File: config.mk
export PLATFORM = sky130hd
export DESIGN_NAME = lsc_line_ctrl
export DESIGN_NICKNAME = d
export VERILOG_FILES = /design/src/lsc_pkg.sv /design/src/lsc_line_ctrl.sv
export VERILOG_INCLUDE_DIRS = /design/src
export SDC_FILE = /design/constraint.sdc
export NUM_CORES = 1
export LEC_CHECK = 0
export ABC_AREA = 1
export BUFFER_PORTS_ARGS = -buffer_cell sky130_fd_sc_hd__buf_2
export CELL_PAD_IN_SITES_DETAIL_PLACEMENT = 0
export CELL_PAD_IN_SITES_GLOBAL_PLACEMENT = 1
export CORE_MARGIN = 4
export CORE_UTILIZATION = 38
export DETAILED_ROUTE_END_ITERATION = 12
export GPL_TIMING_DRIVEN = 0
export HOLD_SLACK_MARGIN = 0.05
export PLACE_DENSITY_LB_ADDON = 0.1
export SLEW_MARGIN = 10
export SYNTH_ARGS = -nofsm -noshare
export SYNTH_HDL_FRONTEND = slang
export SYNTH_SLANG_ARGS = --single-unit
File: constraint.sdc
create_clock -name clk_i -period 3.4 [get_ports clk_i]
set_input_delay 0.34 -clock clk_i [delete_from_list [all_inputs] [get_ports clk_i]]
set_output_delay 0.34 -clock clk_i [all_outputs]
set_load 0.01 [all_outputs]
File: src/lsc_cfg.svh
// Register map, field positions and state codes of the line state controller
`ifndef LSC_CFG_SVH
`define LSC_CFG_SVH
`define LSC_ADR_CTRL0     8'h00
`define LSC_ADR_CTRL1     8'h04
`define LSC_ADR_STAT0     8'h08
`define LSC_ADR_STAT1     8'h0c
`define LSC_ADR_INIT      8'h10
`define LSC_STATE_LSB     0
`define LSC_STATE_MSB     3
`define LSC_REV_BIT       4
`define LSC_TERM_BIT      5
`define LSC_CONV_BIT      6
`define LSC_EVCLR_BIT     8
`define LSC_INIT_DEV_BIT  0
`define LSC_INIT_LINE0    1
`define LSC_INIT_LINE1    2
`define LSC_STAT_GS_BIT   0
`define LSC_STAT_HEV_BIT  1
`define LSC_STAT_HOOK_BIT 2
`define LSC_STAT_GKEY_BIT 3
`define LSC_STAT_OV_BIT   4
`define LSC_STAT_CF_BIT   5
`define LSC_CODE_OFF      4'h0
`define LSC_CODE_OPEN     4'h1
`define LSC_CODE_IDLE     4'h2
`define LSC_CODE_GSW      4'h3
`define LSC_CODE_OHT      4'h4
`define LSC_CODE_FED      4'h5
`define LSC_CODE_PCM      4'h6
`define LSC_CODE_RING     4'h7
`define LSC_CODE_HOWL     4'h8
`endif

File: src/lsc_pkg.sv
// Types shared by the line state controller
package lsc_pkg;
    typedef enum logic [8:0] {
        state_off               = 9'h001,
        state_line_open         = 9'h002,
        state_idle_onhook       = 9'h004,
        state_ground_start_wait = 9'h008,
        state_onhook_transmit   = 9'h010,
        state_fed_no_pcm        = 9'h020,
        state_fed_with_pcm      = 9'h040,
        state_ringing           = 9'h080,
        state_howler            = 9'h100
    } lsc_line_e;

    typedef struct packed {
        logic dc_feed;
        logic hook_sup;
        logic voice;
        logic pcm;
        logic reg_on;
        logic reg_floor;
        logic tip_hiz;
        logic ring_hiz;
        logic ring_voc;
        logic power_saving_idle;
        logic reverse;
    } lsc_ctl_s;
endpackage : lsc_pkg

File: src/lsc_line_ctrl.sv
// Dual channel line state controller with classic Wishbone slave
`timescale 1ns/10ps
`include "lsc_cfg.svh"

// Operation
// - Seventeen states per channel: nine base states plus reverse-polarity variants of all but off.
// - Device or line initialization leaves affected channels in line open.
// - Reset enters off: shutdown, voice off, regulator off, no signaling.
// - Battery overvoltage or clock fault forces channel into off state.
// - Line open: drivers high impedance, regulator on at floor voltage.
// - Line open: voice off unless converter configuration enables monitoring.
// - Normal termination idle: feed, hook supervision, open circuit voltage, voice off.
// - Power saving idle: feed off, ring voltage, off-hook monitored, voice off.
// - Onhook transmit: feed on, voice on, hook supervision on.
// - Both fed states: feed and supervision; PCM only with pcm state.
// - Transmit and fed states: regulator makes only the needed high voltage.
// - Ground start wait: tip open, ring at voc, ground key raises event.
module lsc_line_ctrl
    import lsc_pkg::*;
#(
    parameter int NCH = 2
) (
    input  wire logic             clk_i,
    input  wire logic             rst_i,
    input  wire logic             wb_cyc_i,
    input  wire logic             wb_stb_i,
    input  wire logic             wb_we_i,
    input  wire logic [7:0]       wb_adr_i,
    input  wire logic [3:0]       wb_sel_i,
    input  wire logic [31:0]      wb_dat_i,
    output logic      [31:0]      wb_dat_o,
    output logic                  wb_ack_o,
    input  wire logic [NCH-1:0]   batt_ov_i,
    input  wire logic             clk_fault_i,
    input  wire logic [NCH-1:0]   off_hook_i,
    input  wire logic [NCH-1:0]   gnd_key_i,
    output lsc_ctl_s  [NCH-1:0]   line_ctl_o,
    output logic      [NCH-1:0]   gnd_start_evt_o,
    output logic      [NCH-1:0]   hook_evt_o
);

    // Base state code to one-hot state
    function automatic lsc_line_e decode_state(input logic [3:0] c);
        case (c)
            `LSC_CODE_OFF:  decode_state = state_off;
            `LSC_CODE_OPEN: decode_state = state_line_open;
            `LSC_CODE_IDLE: decode_state = state_idle_onhook;
            `LSC_CODE_GSW:  decode_state = state_ground_start_wait;
            `LSC_CODE_OHT:  decode_state = state_onhook_transmit;
            `LSC_CODE_FED:  decode_state = state_fed_no_pcm;
            `LSC_CODE_PCM:  decode_state = state_fed_with_pcm;
            `LSC_CODE_RING: decode_state = state_ringing;
            `LSC_CODE_HOWL: decode_state = state_howler;
            default:        decode_state = state_off;
        endcase
    endfunction : decode_state

    function automatic logic [3:0] encode_state(input lsc_line_e s);
        case (s)
            state_line_open:         encode_state = `LSC_CODE_OPEN;
            state_idle_onhook:       encode_state = `LSC_CODE_IDLE;
            state_ground_start_wait: encode_state = `LSC_CODE_GSW;
            state_onhook_transmit:   encode_state = `LSC_CODE_OHT;
            state_fed_no_pcm:        encode_state = `LSC_CODE_FED;
            state_fed_with_pcm:      encode_state = `LSC_CODE_PCM;
            state_ringing:           encode_state = `LSC_CODE_RING;
            state_howler:            encode_state = `LSC_CODE_HOWL;
            default:                 encode_state = `LSC_CODE_OFF;
        endcase
    endfunction : encode_state

    // Pin synchronisers
    logic [NCH-1:0] ov_m_q, ov_s_q, hk_m_q, hk_s_q, gk_m_q, gk_s_q;
    logic           cf_m_q, cf_s_q;
    logic [NCH-1:0] hk_prev_q, gk_prev_q;

    always_ff @(posedge clk_i) begin
        if (rst_i) begin
            ov_m_q    <= '0;
            ov_s_q    <= '0;
            hk_m_q    <= '0;
            hk_s_q    <= '0;
            gk_m_q    <= '0;
            gk_s_q    <= '0;
            cf_m_q    <= 1'b0;
            cf_s_q    <= 1'b0;
            hk_prev_q <= '0;
            gk_prev_q <= '0;
        end else begin
            ov_m_q    <= batt_ov_i;
            ov_s_q    <= ov_m_q;
            hk_m_q    <= off_hook_i;
            hk_s_q    <= hk_m_q;
            gk_m_q    <= gnd_key_i;
            gk_s_q    <= gk_m_q;
            cf_m_q    <= clk_fault_i;
            cf_s_q    <= cf_m_q;
            hk_prev_q <= hk_s_q;
            gk_prev_q <= gk_s_q;
        end
    end

    // Per-channel state, options and sticky events
    lsc_line_e [NCH-1:0] st_q, st_d;
    logic      [NCH-1:0] rev_q, rev_d, term_q, term_d, conv_q, conv_d;
    logic      [NCH-1:0] gs_q, gs_d, hev_q, hev_d;
    lsc_ctl_s  [NCH-1:0] ctl_q, ctl_d;
    logic      [31:0]    dat_d, dat_q;
    logic                ack_d, ack_q;
    logic                wr;

    // Write lands at the edge that sees ack high
    assign wr = wb_cyc_i & wb_stb_i & wb_we_i & ack_q & wb_sel_i[0];

    always_comb begin
        st_d   = st_q;
        rev_d  = rev_q;
        term_d = term_q;
        conv_d = conv_q;
        gs_d   = gs_q;
        hev_d  = hev_q;
        for (int c = 0; c < NCH; c++) begin
            if (wr && wb_adr_i == (c == 0 ? `LSC_ADR_CTRL0 : `LSC_ADR_CTRL1)) begin
                st_d[c]   = decode_state(wb_dat_i[`LSC_STATE_MSB:`LSC_STATE_LSB]);
                rev_d[c]  = wb_dat_i[`LSC_REV_BIT];
                term_d[c] = wb_dat_i[`LSC_TERM_BIT];
                conv_d[c] = wb_dat_i[`LSC_CONV_BIT];
                if (wb_sel_i[1] && wb_dat_i[`LSC_EVCLR_BIT]) begin
                    gs_d[c]  = 1'b0;
                    hev_d[c] = 1'b0;
                end
            end else if (wr && wb_adr_i == `LSC_ADR_INIT) begin
                if (wb_dat_i[`LSC_INIT_DEV_BIT] ||
                    wb_dat_i[c == 0 ? `LSC_INIT_LINE0 : `LSC_INIT_LINE1]) begin
                    st_d[c]  = state_line_open;
                    rev_d[c] = 1'b0;
                end
            end
            if (ov_s_q[c] || cf_s_q) begin
                st_d[c] = state_off;
            end
            // Set wins over clear
            if (st_q[c] == state_ground_start_wait && gk_s_q[c] && !gk_prev_q[c]) begin
                gs_d[c] = 1'b1;
            end
            if (ctl_q[c].hook_sup && hk_s_q[c] != hk_prev_q[c]) begin
                hev_d[c] = 1'b1;
            end
        end
    end

    // Line control outputs from state
    always_comb begin
        for (int c = 0; c < NCH; c++) begin
            ctl_d[c]         = '0;
            ctl_d[c].reverse = rev_q[c];
            case (st_q[c])
                state_off: begin
                    ctl_d[c].reverse = 1'b0;
                end
                state_line_open: begin
                    ctl_d[c].reg_on    = 1'b1;
                    ctl_d[c].reg_floor = 1'b1;
                    ctl_d[c].tip_hiz   = 1'b1;
                    ctl_d[c].ring_hiz  = 1'b1;
                    ctl_d[c].voice     = conv_q[c];
                end
                state_idle_onhook: begin
                    ctl_d[c].reg_on = 1'b1;
                    if (term_q[c]) begin
                        ctl_d[c].power_saving_idle = 1'b1;
                        ctl_d[c].ring_voc          = 1'b1;
                        ctl_d[c].hook_sup          = 1'b1;
                        ctl_d[c].tip_hiz           = 1'b1;
                    end else begin
                        ctl_d[c].dc_feed  = 1'b1;
                        ctl_d[c].hook_sup = 1'b1;
                        ctl_d[c].ring_voc = 1'b1;
                    end
                end
                state_ground_start_wait: begin
                    ctl_d[c].reg_on   = 1'b1;
                    ctl_d[c].tip_hiz  = 1'b1;
                    ctl_d[c].ring_voc = 1'b1;
                end
                state_onhook_transmit: begin
                    ctl_d[c].reg_on   = 1'b1;
                    ctl_d[c].dc_feed  = 1'b1;
                    ctl_d[c].voice    = 1'b1;
                    ctl_d[c].hook_sup = 1'b1;
                end
                state_fed_no_pcm, state_fed_with_pcm: begin
                    ctl_d[c].reg_on   = 1'b1;
                    ctl_d[c].dc_feed  = 1'b1;
                    ctl_d[c].hook_sup = 1'b1;
                    ctl_d[c].voice    = 1'b1;
                    ctl_d[c].pcm      = (st_q[c] == state_fed_with_pcm);
                end
                state_ringing: begin
                    ctl_d[c].reg_on   = 1'b1;
                    ctl_d[c].voice    = 1'b1;
                    ctl_d[c].hook_sup = 1'b1;
                end
                state_howler: begin
                    ctl_d[c].reg_on  = 1'b1;
                    ctl_d[c].dc_feed = 1'b1;
                    ctl_d[c].voice   = 1'b1;
                end
                default: begin
                    ctl_d[c] = '0;
                end
            endcase
        end
    end

    // Wishbone read data and single-cycle ack
    function automatic logic [31:0] ctrl_word(input int c);
        ctrl_word = '0;
        ctrl_word[`LSC_STATE_MSB:`LSC_STATE_LSB] = encode_state(st_q[c]);
        ctrl_word[`LSC_REV_BIT]  = rev_q[c];
        ctrl_word[`LSC_TERM_BIT] = term_q[c];
        ctrl_word[`LSC_CONV_BIT] = conv_q[c];
    endfunction : ctrl_word

    function automatic logic [31:0] stat_word(input int c);
        stat_word    = '0;
        stat_word[`LSC_STAT_GS_BIT]   = gs_q[c];
        stat_word[`LSC_STAT_HEV_BIT]  = hev_q[c];
        stat_word[`LSC_STAT_HOOK_BIT] = hk_s_q[c];
        stat_word[`LSC_STAT_GKEY_BIT] = gk_s_q[c];
        stat_word[`LSC_STAT_OV_BIT]   = ov_s_q[c];
        stat_word[`LSC_STAT_CF_BIT]   = cf_s_q;
    endfunction : stat_word

    always_comb begin
        ack_d = wb_cyc_i & wb_stb_i & ~ack_q;
        dat_d = '0;
        if (wb_adr_i == `LSC_ADR_CTRL0) begin
            dat_d = ctrl_word(0);
        end else if (wb_adr_i == `LSC_ADR_CTRL1) begin
            dat_d = ctrl_word(1);
        end else if (wb_adr_i == `LSC_ADR_STAT0) begin
            dat_d = stat_word(0);
        end else if (wb_adr_i == `LSC_ADR_STAT1) begin
            dat_d = stat_word(1);
        end
    end

    always_ff @(posedge clk_i) begin
        if (rst_i) begin
            for (int c = 0; c < NCH; c++) begin
                st_q[c] <= state_off;
            end
            rev_q  <= '0;
            term_q <= '0;
            conv_q <= '0;
            gs_q   <= '0;
            hev_q  <= '0;
            ctl_q  <= '0;
            dat_q  <= '0;
            ack_q  <= 1'b0;
        end else begin
            st_q   <= st_d;
            rev_q  <= rev_d;
            term_q <= term_d;
            conv_q <= conv_d;
            gs_q   <= gs_d;
            hev_q  <= hev_d;
            ctl_q  <= ctl_d;
            dat_q  <= dat_d;
            ack_q  <= ack_d;
        end
    end

    assign wb_dat_o        = dat_q;
    assign wb_ack_o        = ack_q;
    assign line_ctl_o      = ctl_q;
    assign gnd_start_evt_o = gs_q;
    assign hook_evt_o      = hev_q;

endmodule : lsc_line_ctrl

## Word-level counts from Yosys, hierarchy flattened

Memory sizes are Yosys's and may differ from the RTL's.
Index checks and enable logic that the tools add are counted.

- Bits in registers: 99
- Memory bits (read-only): 288
- Input bits: 56
- Output and inout port bits: 59
- Logic and storage cells: 182
- Memories: 2

Memory list:

| name | depth | bits a word | rd ports | clocked after Yosys merged registers in | wr ports | line | text |
|---|---|---|---|---|---|---|---|
| (no name shown) | 16 | 9 | 1 | 0 | 0 | lsc_line_ctrl.sv:44 | `case (c)` |
| (no name shown) | 16 | 9 | 1 | 0 | 0 | lsc_line_ctrl.sv:44 |  |

- Eq/ne operators: 22
- Mux-type cells: 43
- Bitwise gates (word level): 12
- Reduce and logical (&&, ||, !) cells: 58

Operators with widths:

| operator | count |
|---|---|
| $pmux 4 s8 | 2 |
| $mux 9 | 6 |
| $reduce_or 2->1 | 14 |
| $mux 1 | 25 |
| $reduce_bool 2->1 | 12 |
| $reduce_or 5->1 | 4 |
| $eq 9x2->1 const B | 2 |
| $eq 9x3->1 const B | 2 |
| $eq 9x4->1 const B | 2 |
| $eq 9x5->1 const B | 2 |
| $eq 9x6->1 const B | 2 |
| $eq 9x7->1 const B | 2 |
| $eq 9x8->1 const B | 2 |
| $eq 9x9->1 const B | 2 |
| $eq 8x4->1 const B | 2 |
| $reduce_or 8->1 | 2 |
| $mux 7 | 2 |
| $mux 6 | 2 |
| $pmux 1 s2 | 6 |
| $reduce_and 2->1 | 6 |
| $reduce_or 4->1 | 3 |
| $logic_and 1x1->1 | 10 |
| $eq 8x3->1 const B | 1 |
| $eq 8x5->1 const B | 1 |
| 6 further kinds | 21 |

## Logic depth before layout (Yosys ltp)

Gate-level depths: netlist of the first run.

- Word-level depth: 7
- Mapped depth: 11
- Gate-level depth less buffers: 11

## Worst setup path before layout of the first run

Ideal clock, no wire load.

- Kind: register to register
- From: register ack_q (netlist: wb_ack_o)
- To: register rev_q[1]
- Library setup time: 0.134 ns
- Data arrival time: 1.207 ns
- Required time: 3.266 ns
- Path slack: 2.059 ns
- Stages on the path, launching flop included: 9
- Buffers on the path: 1
- Period minus slack after synthesis: 1.341 ns
- Cell sequence: dfxtp_1 > nand3_1 > nor2_2 > inv_2 > nor2_4 > inv_2 > buf_6 > nand3_1 > a21oi_1

- Cells in the longest elaborated chain, start to end: 5
- Elaborated cells between the ends (all ways): 8
- Those cells by class: 1 x mux; 2 x bitwise; 5 x reduce/logical

Ends and longest elaborated chain:

| what | line | text |
|---|---|---|
| from (decl) | lsc_line_ctrl.sv:109 | `logic ack_d, ack_q;` |
| from (signal assigned) | lsc_line_ctrl.sv:271 | `ack_q <= ack_d;` |
| $and 1x1->1 (*) (2 in a row) | lsc_line_ctrl.sv:113 | `assign wr = wb_cyc_i & wb_stb_i & wb_we_i & ack_q & wb_sel_i[0];` |
| $logic_and 1x1->1 (on tied branches) | - |  |
| $reduce_bool 2->1 (no source line) | - |  |
| $reduce_and 2->1 (no source line) | - |  |
| to (signal assigned) | lsc_line_ctrl.sv:264 | `rev_q <= rev_d;` |
| to (decl) | lsc_line_ctrl.sv:105 | `logic [NCH-1:0] rev_q, rev_d, term_q, term_d, conv_q, conv_d;` |

Every way passes the cells marked *; elsewhere a longest branch is shown, timed or not.
A chain may end at the register's enable or synchronous reset.

## Worst setup path after layout of the first run

- From: register st_q[9] (netlist name)
- To: register ctl_q, in the netlist line_ctl_o[11]

- Cells in the longest elaborated chain, start to end: 4
- Elaborated cells between the ends (all ways): 11
- Those cells by class: 8 x eq/ne; 1 x bitwise; 2 x reduce/logical

Ends and longest elaborated chain:

| what | line | text |
|---|---|---|
| from (decl) | lsc_line_ctrl.sv:104 | `lsc_line_e [NCH-1:0] st_q, st_d;` |
| from (signal, indexed assignment) | lsc_line_ctrl.sv:252 | `st_q[c] <= state_off;` |
| from (signal assigned) | lsc_line_ctrl.sv:263 | `st_q <= st_d;` |
| $eq 9x4->1 (tied with other cells) | lsc_line_ctrl.sv:157 | `case (st_q[c])` |
| $reduce_or 8->1 (no source line) (*) | - |  |
| $not 1->1 (no source line) (*) | - |  |
| $reduce_or 2->1 (no source line) (*) | - |  |
| to (signal assigned) | lsc_line_ctrl.sv:269 | `ctl_q <= ctl_d;` |
| to (decl) | lsc_line_ctrl.sv:107 | `lsc_ctl_s [NCH-1:0] ctl_q, ctl_d;` |

Marks and branches as above.

==> results of run 1 <==
==> layout make-up <==
class | count | area, um^2
Clock buffer | 9 | 124
Buffer | 38 | 273
Tap cell | 108 | 135
Timing Repair Buffer | 62 | 310
Clock inverter | 7 | 77.6
Multi-Input combinational cell | 339 | 1580
Fill cell | 969 | 4630
Sequential cell | 74 | 1480
Inverter | 76 | 285
==> kinds of logic (layout without fill, tap and decap cells) <==
family | after synthesis | count (layout) | synth area share, %
DFF | 74 | 74 | 42.0
other | 1 | 25 | 0.106
xor gates and xnor gates | 3 | 3 | 0.745
and+or+nand+nor | 268 | 268 | 34.4
AOI/OAI and AO/OA | 43 | 43 | 6.92
buffers and inverters | 114 | 192 | 15.8
==> per-layer routing <==
metal / vias up / part of all wire [%] / wire [um]
li1: 1696 / - / -
met1: 1447 / 47 / 4140
met2: 77 / 47 / 4130
met3: 7 / 5.0 / 442
met4: 0 / 0.60 / 53
met5: - / 0 / 0
==> path summary, 6_finish.rpt <==
check | slack, ns | cells past startpoint | to | start
max | 1.93 | 9 | line_ctl_o[11]$_SDFF_PP0_ | st_q[9]$_SDFFE_PP1P_
min reg2reg | 0.40 | 2 | gk_s_q[0]$_SDFF_PP0_ | gk_m_q[0]$_SDFF_PP0_
min | 0.19 | 3 | gk_m_q[0]$_SDFF_PP0_ | gnd_key_i[0]
max reg2reg | 1.93 | 9 | line_ctl_o[11]$_SDFF_PP0_ | st_q[9]$_SDFFE_PP1P_
==> cells in the final DEF (no fill, tap or decap), types with 2 or more instances in the layout <==
cell type,synthesis,final
nand2_1,102,102
nor2_1,85,85
inv_1,74,74
dfxtp_1,74,74
buf_2,2,64
nand3_1,49,49
buf_4,28,28
a21oi_1,26,26
conb_1,1,25
clkbuf_8,0,9
o21ai_0,8,8
nor3_1,7,7
nor2_4,6,6
nand4_1,5,5
nor2_2,4,4
buf_1,3,3
buf_6,3,3
xor2_1,3,3
a31oi_1,3,3
clkinv_4,0,3
clkbuf_1,2,2
nand2_2,2,2
inv_2,2,2
nand2_4,2,2
nand3_2,2,2
==> through the flow <==
step	hold WS (ns)	util, %	setup slack (ns)	power (mW)	area (um^2)
floorplan	0.388	-	2.06	0.976	3620
global placement	0.391	45.7	1.65	1.01	4060
detailed placement	0.396	45.7	1.69	1.01	4060
CTS	0.176	48.0	1.92	1.70	4270
global route	0.172	48.0	1.70	1.76	4270
finish	0.190	48.0	1.93	1.68	4270
==> power breakdown <==
part | internal (mW) | total (mW) | leakage, nW | switching [mW]
Sequential | 0.875 | 0.880 | 0.599 | 0.00426
Combinational | 0.0446 | 0.115 | 1.51 | 0.0702
Clock | 0.344 | 0.690 | 0.0998 | 0.346
==> worst reg2reg max path, cell delays in order, from the launching register on <==
cell and delay [ns]:
dfxtp_1 0.38, nor2_1 0.08, nand2_1 0.16, inv_1 0.09, nand3_2 0.10, o21ai_0 0.13, nor2_1 0.22, nand2_1 0.08
nand2_1 0.08, nor2_1 0.05
==> results_dict.tcl, run 1 <==
set metrics [dict create \
    antenna_found_initial 0 \
    hold_path_class "in2reg" \
    drtPass1Iterations 4 \
    drc 0 \
    path_delay_family "simple AND/OR/NAND/NOR gates" \
    setup_tns_ns 0 \
    htree_levels 3 \
    grt_usage_pct 17.1 \
    critPathCaptureType "register" \
    synthFlopType "dfxtp_1" \
    dp.cells 697 \
    rsz0062_at_grt "no" \
    yosysSeqAreaShare_pct 42.0 \
    fin_cells 713 \
    cts_resized 0 \
    p_per_area_nw_per_um2 395 \
    crit_buf_inv 1 \
    vdd_drop_max_v 0.000228 \
    busiest_layer "met2" \
    timing.slew.headroom_pct 60.3 \
    leakage_nw 2.21 \
    synth_top_area_cell "dfxtp_1" \
    fin_skew_ns 0.00964 \
    post_cts_buffers 0 \
    cpMaxStageDelayCell "dfxtp_1" \
    grt_util_met2_pct 28.3 \
    critPathKind "reg2reg" \
    gp_congestion 0.878 \
    numCtsBuffers 9 \
    ys_ff_latch 74 \
    ys_top_cells_by_area "dfxtp_1 (42%), nand2_1 (11%), nor2_1 (9.0%), inv_1 (7.9%), nand3_1 (7.0%)" \
    drive_gt1_share_pct 22.0 \
    timing.final.crit_share_pct 43.1 \
    place_hpwl_um 6960 \
    synthArstFlopShare_pct 0 \
    finalSetupViolCount 0 \
    synthCells 503 \
    ant_nets 0 \
    grt_pass1_vias 3199 \
    status "completed" \
    largest_reg_flops 20 \
    yosysTopAreaCellShare_pct 42.0 \
    clk_pin_slew_ns 0.08 \
    clk_latency_ns 0.35 \
    path_max_fanout 6 \
    finalNetCount 656 \
    tightest_slew_ns 0.596 \
    wire_per_inst_um 12.3 \
    min_period_ns 1.47 \
    avgSynthCellArea_um2 7.01 \
    worstPathArrival_ns 1.71 \
    die_w_um 104 \
    cts_tree "yes" \
    rows 34 \
    use_met3_pct 4.90 \
    cts_buffer_depth 2 \
    fmax_ghz 0.682 \
    grtUsageMet1_pct 22.2 \
    dieHeight_um 104 \
    maxCapViolCount 0 \
    area_delta_synth_final_pct 20.9 \
    grt_pass1_wl_um 15000 \
    cp.required_ns 3.65 \
    vias_per_cell 4.53 \
    grt_max_degree 15 \
    root_buffer "clkbuf_8" \
    antenna_cells 0 \
    vias 3227 \
    ys_warn_count 0 \
    cts_num_sinks 74 \
    synth.distinct_cells 33 \
    grt-ovfl-total 0 \
    first_iter_violations 162 \
    core_um2 8890 \
    synthTopCellsByCount "nand2_1 (102), nor2_1 (85), dfxtp_1 (74), inv_1 (74), nand3_1 (49)" \
    synth_area_um2 3530 \
    io_buffers 62 \
    critPathMaxStageDelay_ns 0.38 \
    synth-edff-count 0 \
    dieArea_um2 10900 \
    routed_wl_um 8770 \
    crit_chain "nor2_1 > nand2_1 > inv_1 > nand3_2 > o21ai_0 > nor2_1 > nand2_1 > nand2_1 > nor2_1" \
    synth_most_common_cell "nand2_1" \
    io_pins 115 \
    hold_violations 0 \
    cp-start-kind "register" \
    start_util_pct 39.7 \
    ctsHoldBuffers 0 \
    slew_violations 0 \
]
Note: power is estimated with default switching activity, not from simulation.
==> run 2, diff against run 1 <==
--- a/config.mk
+++ b/config.mk
@@ -6,12 +6,12 @@
 export SDC_FILE = /design/constraint.sdc
 export NUM_CORES = 1
 export LEC_CHECK = 0
-export ABC_AREA = 1
+export ABC_AREA = 0
 export BUFFER_PORTS_ARGS = -buffer_cell sky130_fd_sc_hd__buf_2
 export CELL_PAD_IN_SITES_DETAIL_PLACEMENT = 0
 export CELL_PAD_IN_SITES_GLOBAL_PLACEMENT = 1
 export CORE_MARGIN = 4
-export CORE_UTILIZATION = 38
+export CORE_UTILIZATION = 33
 export DETAILED_ROUTE_END_ITERATION = 12
 export GPL_TIMING_DRIVEN = 0
 export HOLD_SLACK_MARGIN = 0.05
==> constraint.sdc (replaced) <==
create_clock -name clk_i -period 1.29 [get_ports clk_i]
set_input_delay 0.129 -clock clk_i [delete_from_list [all_inputs] [get_ports clk_i]]
set_output_delay 0.129 -clock clk_i [all_outputs]
set_load 0.01 [all_outputs]
==> run 2 against run 1 <==
Clock power grew to 2.8 times the previous value. Largest power group unchanged. Utilization is 3.2 points higher. Wire length is 30% higher. Global-route usage is 0.93 points higher. First-iteration DRC count is 13% lower. Final cell count is 4.3% lower. Non-clock buffer count is 59 higher. Sequential cell count stayed put. The run now ends with setup timing left. Combinational power grew to 3.6 times the previous value.
==> results_dict.tcl, run 2 <==
set metrics [dict create \
    fmax_ghz 0.542 \
    dieHeight_um 111 \
    synth_top_area_cell "dfxtp_1" \
    drc 0 \
    fin_area_um2 5310 \
    clk_pin_slew_ns 0.09 \
    p_total_mw 4.65 \
    grt_usage_pct 18.0 \
    grt-ovfl-total 0 \
    grt_pass1_vias 3229 \
    ys_top_cells_by_area "dfxtp_1 (42%), buf_4 (5.8%), nor2b_1 (4.4%), a21oi_1 (4.1%), o21ai_0 (2.8%)" \
    htree_levels 3 \
    cp.required_ns 1.59 \
    hold_violations 0 \
    min_period_ns 1.84 \
    fill_cells 990 \
    tightest_slew_ns 0.611 \
    maxCapViolCount 0 \
    worstPathArrival_ns 2.14 \
    synth_top_family_by_area "simple AND/OR/NAND/NOR gates" \
    dpl_cell_area_um2 4200 \
    grt_pass1_wl_um 17500 \
    cp-start-kind "register" \
    cts_tree "yes" \
    rsz0062_at_grt "yes" \
    io_pins 115 \
    cts_buffer_depth 2 \
    synthAdderAreaFrac_pct 0 \
    hold_path_class "in2reg" \
    cts_num_sinks 74 \
    leakage_nw 2.15 \
    synth_xor_area_share_pct 3.49 \
    ys_warn_count 0 \
    synthCells 401 \
    start_util_pct 33.9 \
    synthArstFlopShare_pct 0 \
    clk_latency_ns 0.36 \
    slew_violations 0 \
    avgSynthCellArea_um2 8.77 \
    synth_most_common_cell "dfxtp_1" \
    mostFrequentLayoutCells "buf_2 (65), dfxtp_1 (61), buf_4 (55), a21oi_1 (25), conb_1 (25)" \
    die_w_um 111 \
    synth.distinct_cells 55 \
    critPathCaptureType "register" \
    finalWorstSetupSlack_ns -0.554 \
    drive_gt1_share_pct 45.1 \
    ys_ff_latch 74 \
    vias_per_cell 4.97 \
    grt_max_degree 16 \
    place_ws_ns -0.828 \
    violations "setup timing" \
    drtPass1Iterations 4 \
    status "finished with violations" \
    finalSetupViolCount 49 \
    seq_area_um2 1510 \
    ant_nets 0 \
    synthFlopType "dfxtp_1" \
    final_common_cell "buf_2" \
    multi_input_area_um2 2280 \
    synthSimpleGateAreaFrac_pct 24.3 \
    path_max_fanout 3 \
    synth.area.mux_share_pct 2.14 \
    area_delta_synth_final_pct 51.0 \
    synth-compound-area-share_pct 17.7 \
    place_hpwl_um 8150 \
    root_buffer "clkbuf_8" \
    timing.slew.headroom_pct 59.3 \
    vias 3389 \
    critPathKind "reg2reg" \
    wire_per_inst_um 16.8 \
    gp_congestion 0.839 \
    yosysTopAreaCellShare_pct 42.1 \
    first_iter_violations 141 \
    timing.final.crit_share_pct 143 \
    routed_wl_um 11400 \
    io_buffers 63 \
    largest_reg_flops 20 \
    antenna_cells 0 \
    dieArea_um2 12400 \
    antenna_found_initial 0 \
    core_um2 10400 \
    synthTopCellsByCount "dfxtp_1 (74), a21oi_1 (29), buf_4 (27)" \
    vdd_drop_max_v 0.000423 \
    synth_area_um2 3520 \
    fin_skew_ns 0.0137 \
    fin_util_pct 51.2 \
    synth-edff-count 0 \
    p_per_area_nw_per_um2 876 \
    finalNetCount 597 \
    yosysSeqAreaShare_pct 42.1 \
    numCtsBuffers 9 \
    rows 37 \
]
==> run 2: cell count changes in the layout (fill, tap and decap cells not counted), sizes merged, moves of 10 or more <==
cell	change
nand2	-91
dlygate4sd3	+12
o21ai	+12
nand3	-37
inv	-64
nor2	-77
nor4	+10
nor2b	+24
clkbuf	+11
buf	+36
==> run 2: path summary, 6_finish.rpt <==
check,from,end,slack (ns),cells after the start
max,st_q[8]$_SDFFE_PP0P_,line_ctl_o[9]$_SDFF_PP0_,-0.55,5
min,rst_i,st_q[0]$_SDFFE_PP1P_,0.11,3
max reg2reg,st_q[8]$_SDFFE_PP0P_,line_ctl_o[9]$_SDFF_PP0_,-0.55,5
min reg2reg,hk_m_q[1]$_SDFF_PP0_,hk_s_q[1]$_SDFF_PP0_,0.44,1
==> run 2: logic make-up after synthesis <==
family / Yosys count
and+or+nand+nor: 148
AOI/OAI and AO/OA: 95
DFF: 74
buffers and inverters: 63
xor gates and xnor gates: 14
muxes: 6
other: 1
==> run 2: repair_timing <==
| item | in CTS | in global routing |
|---|---|---|
| endpoints found under the setup margin | 51 | 57 |
| pin swaps | 35 | 28 |
| buffers inserted | 25 | 12 |
| hold buffers | 12 | 0 |
| endpoints found under the hold margin | 11 | 0 |
| cloned | 2 | 0 |
| resized for setup | 94 | 51 |
==> run 2: critical path, stage by stage, from the launching register on <==
cell,delay [ns]
dfxtp_4,0.35
or4_4,0.52
or3_4,0.36
buf_6,0.12
or3_4,0.33
a21oi_2,0.11
==> run 2: metal layers <==
layer	global-route usage (%)	vias up	part of all wire [%]
li1	-	1683	-
met1	24.9	1597	45
met2	28.5	99	47
met3	4.26	10	5.9
met4	4.14	0	1.2
met5	0	-	0
==> run 2: final cells by class <==
class                      count  area share, %
tap                          136           3.21
buffer                        46           6.51
sequential                    74           28.5
clock inverter                 7           1.56
timing repair buffer         113           14.4
clock buffer                   9           2.33
multi-input combinational    288           43.0
inverter                       9          0.636
==> run 2: metrics by stage <==
stage                     hold WS [ns]  std cells  setup TNS (ns)
after floorplan                  0.240        425           -5.39
after global placement           0.341        624          -23.63
after detailed placement         0.345        624          -23.37
after CTS                       0.0992        672           -9.99
after global routing             0.105        682          -14.56
final                            0.108        682          -11.83
==> run 2: power by group <==
part           switching [mW]  total [mW]  internal [mW]
combinational           0.241       0.413          0.172
sequential             0.0137        2.31           2.30
clock                   0.999        1.93          0.927
total                    1.25        4.65           3.40
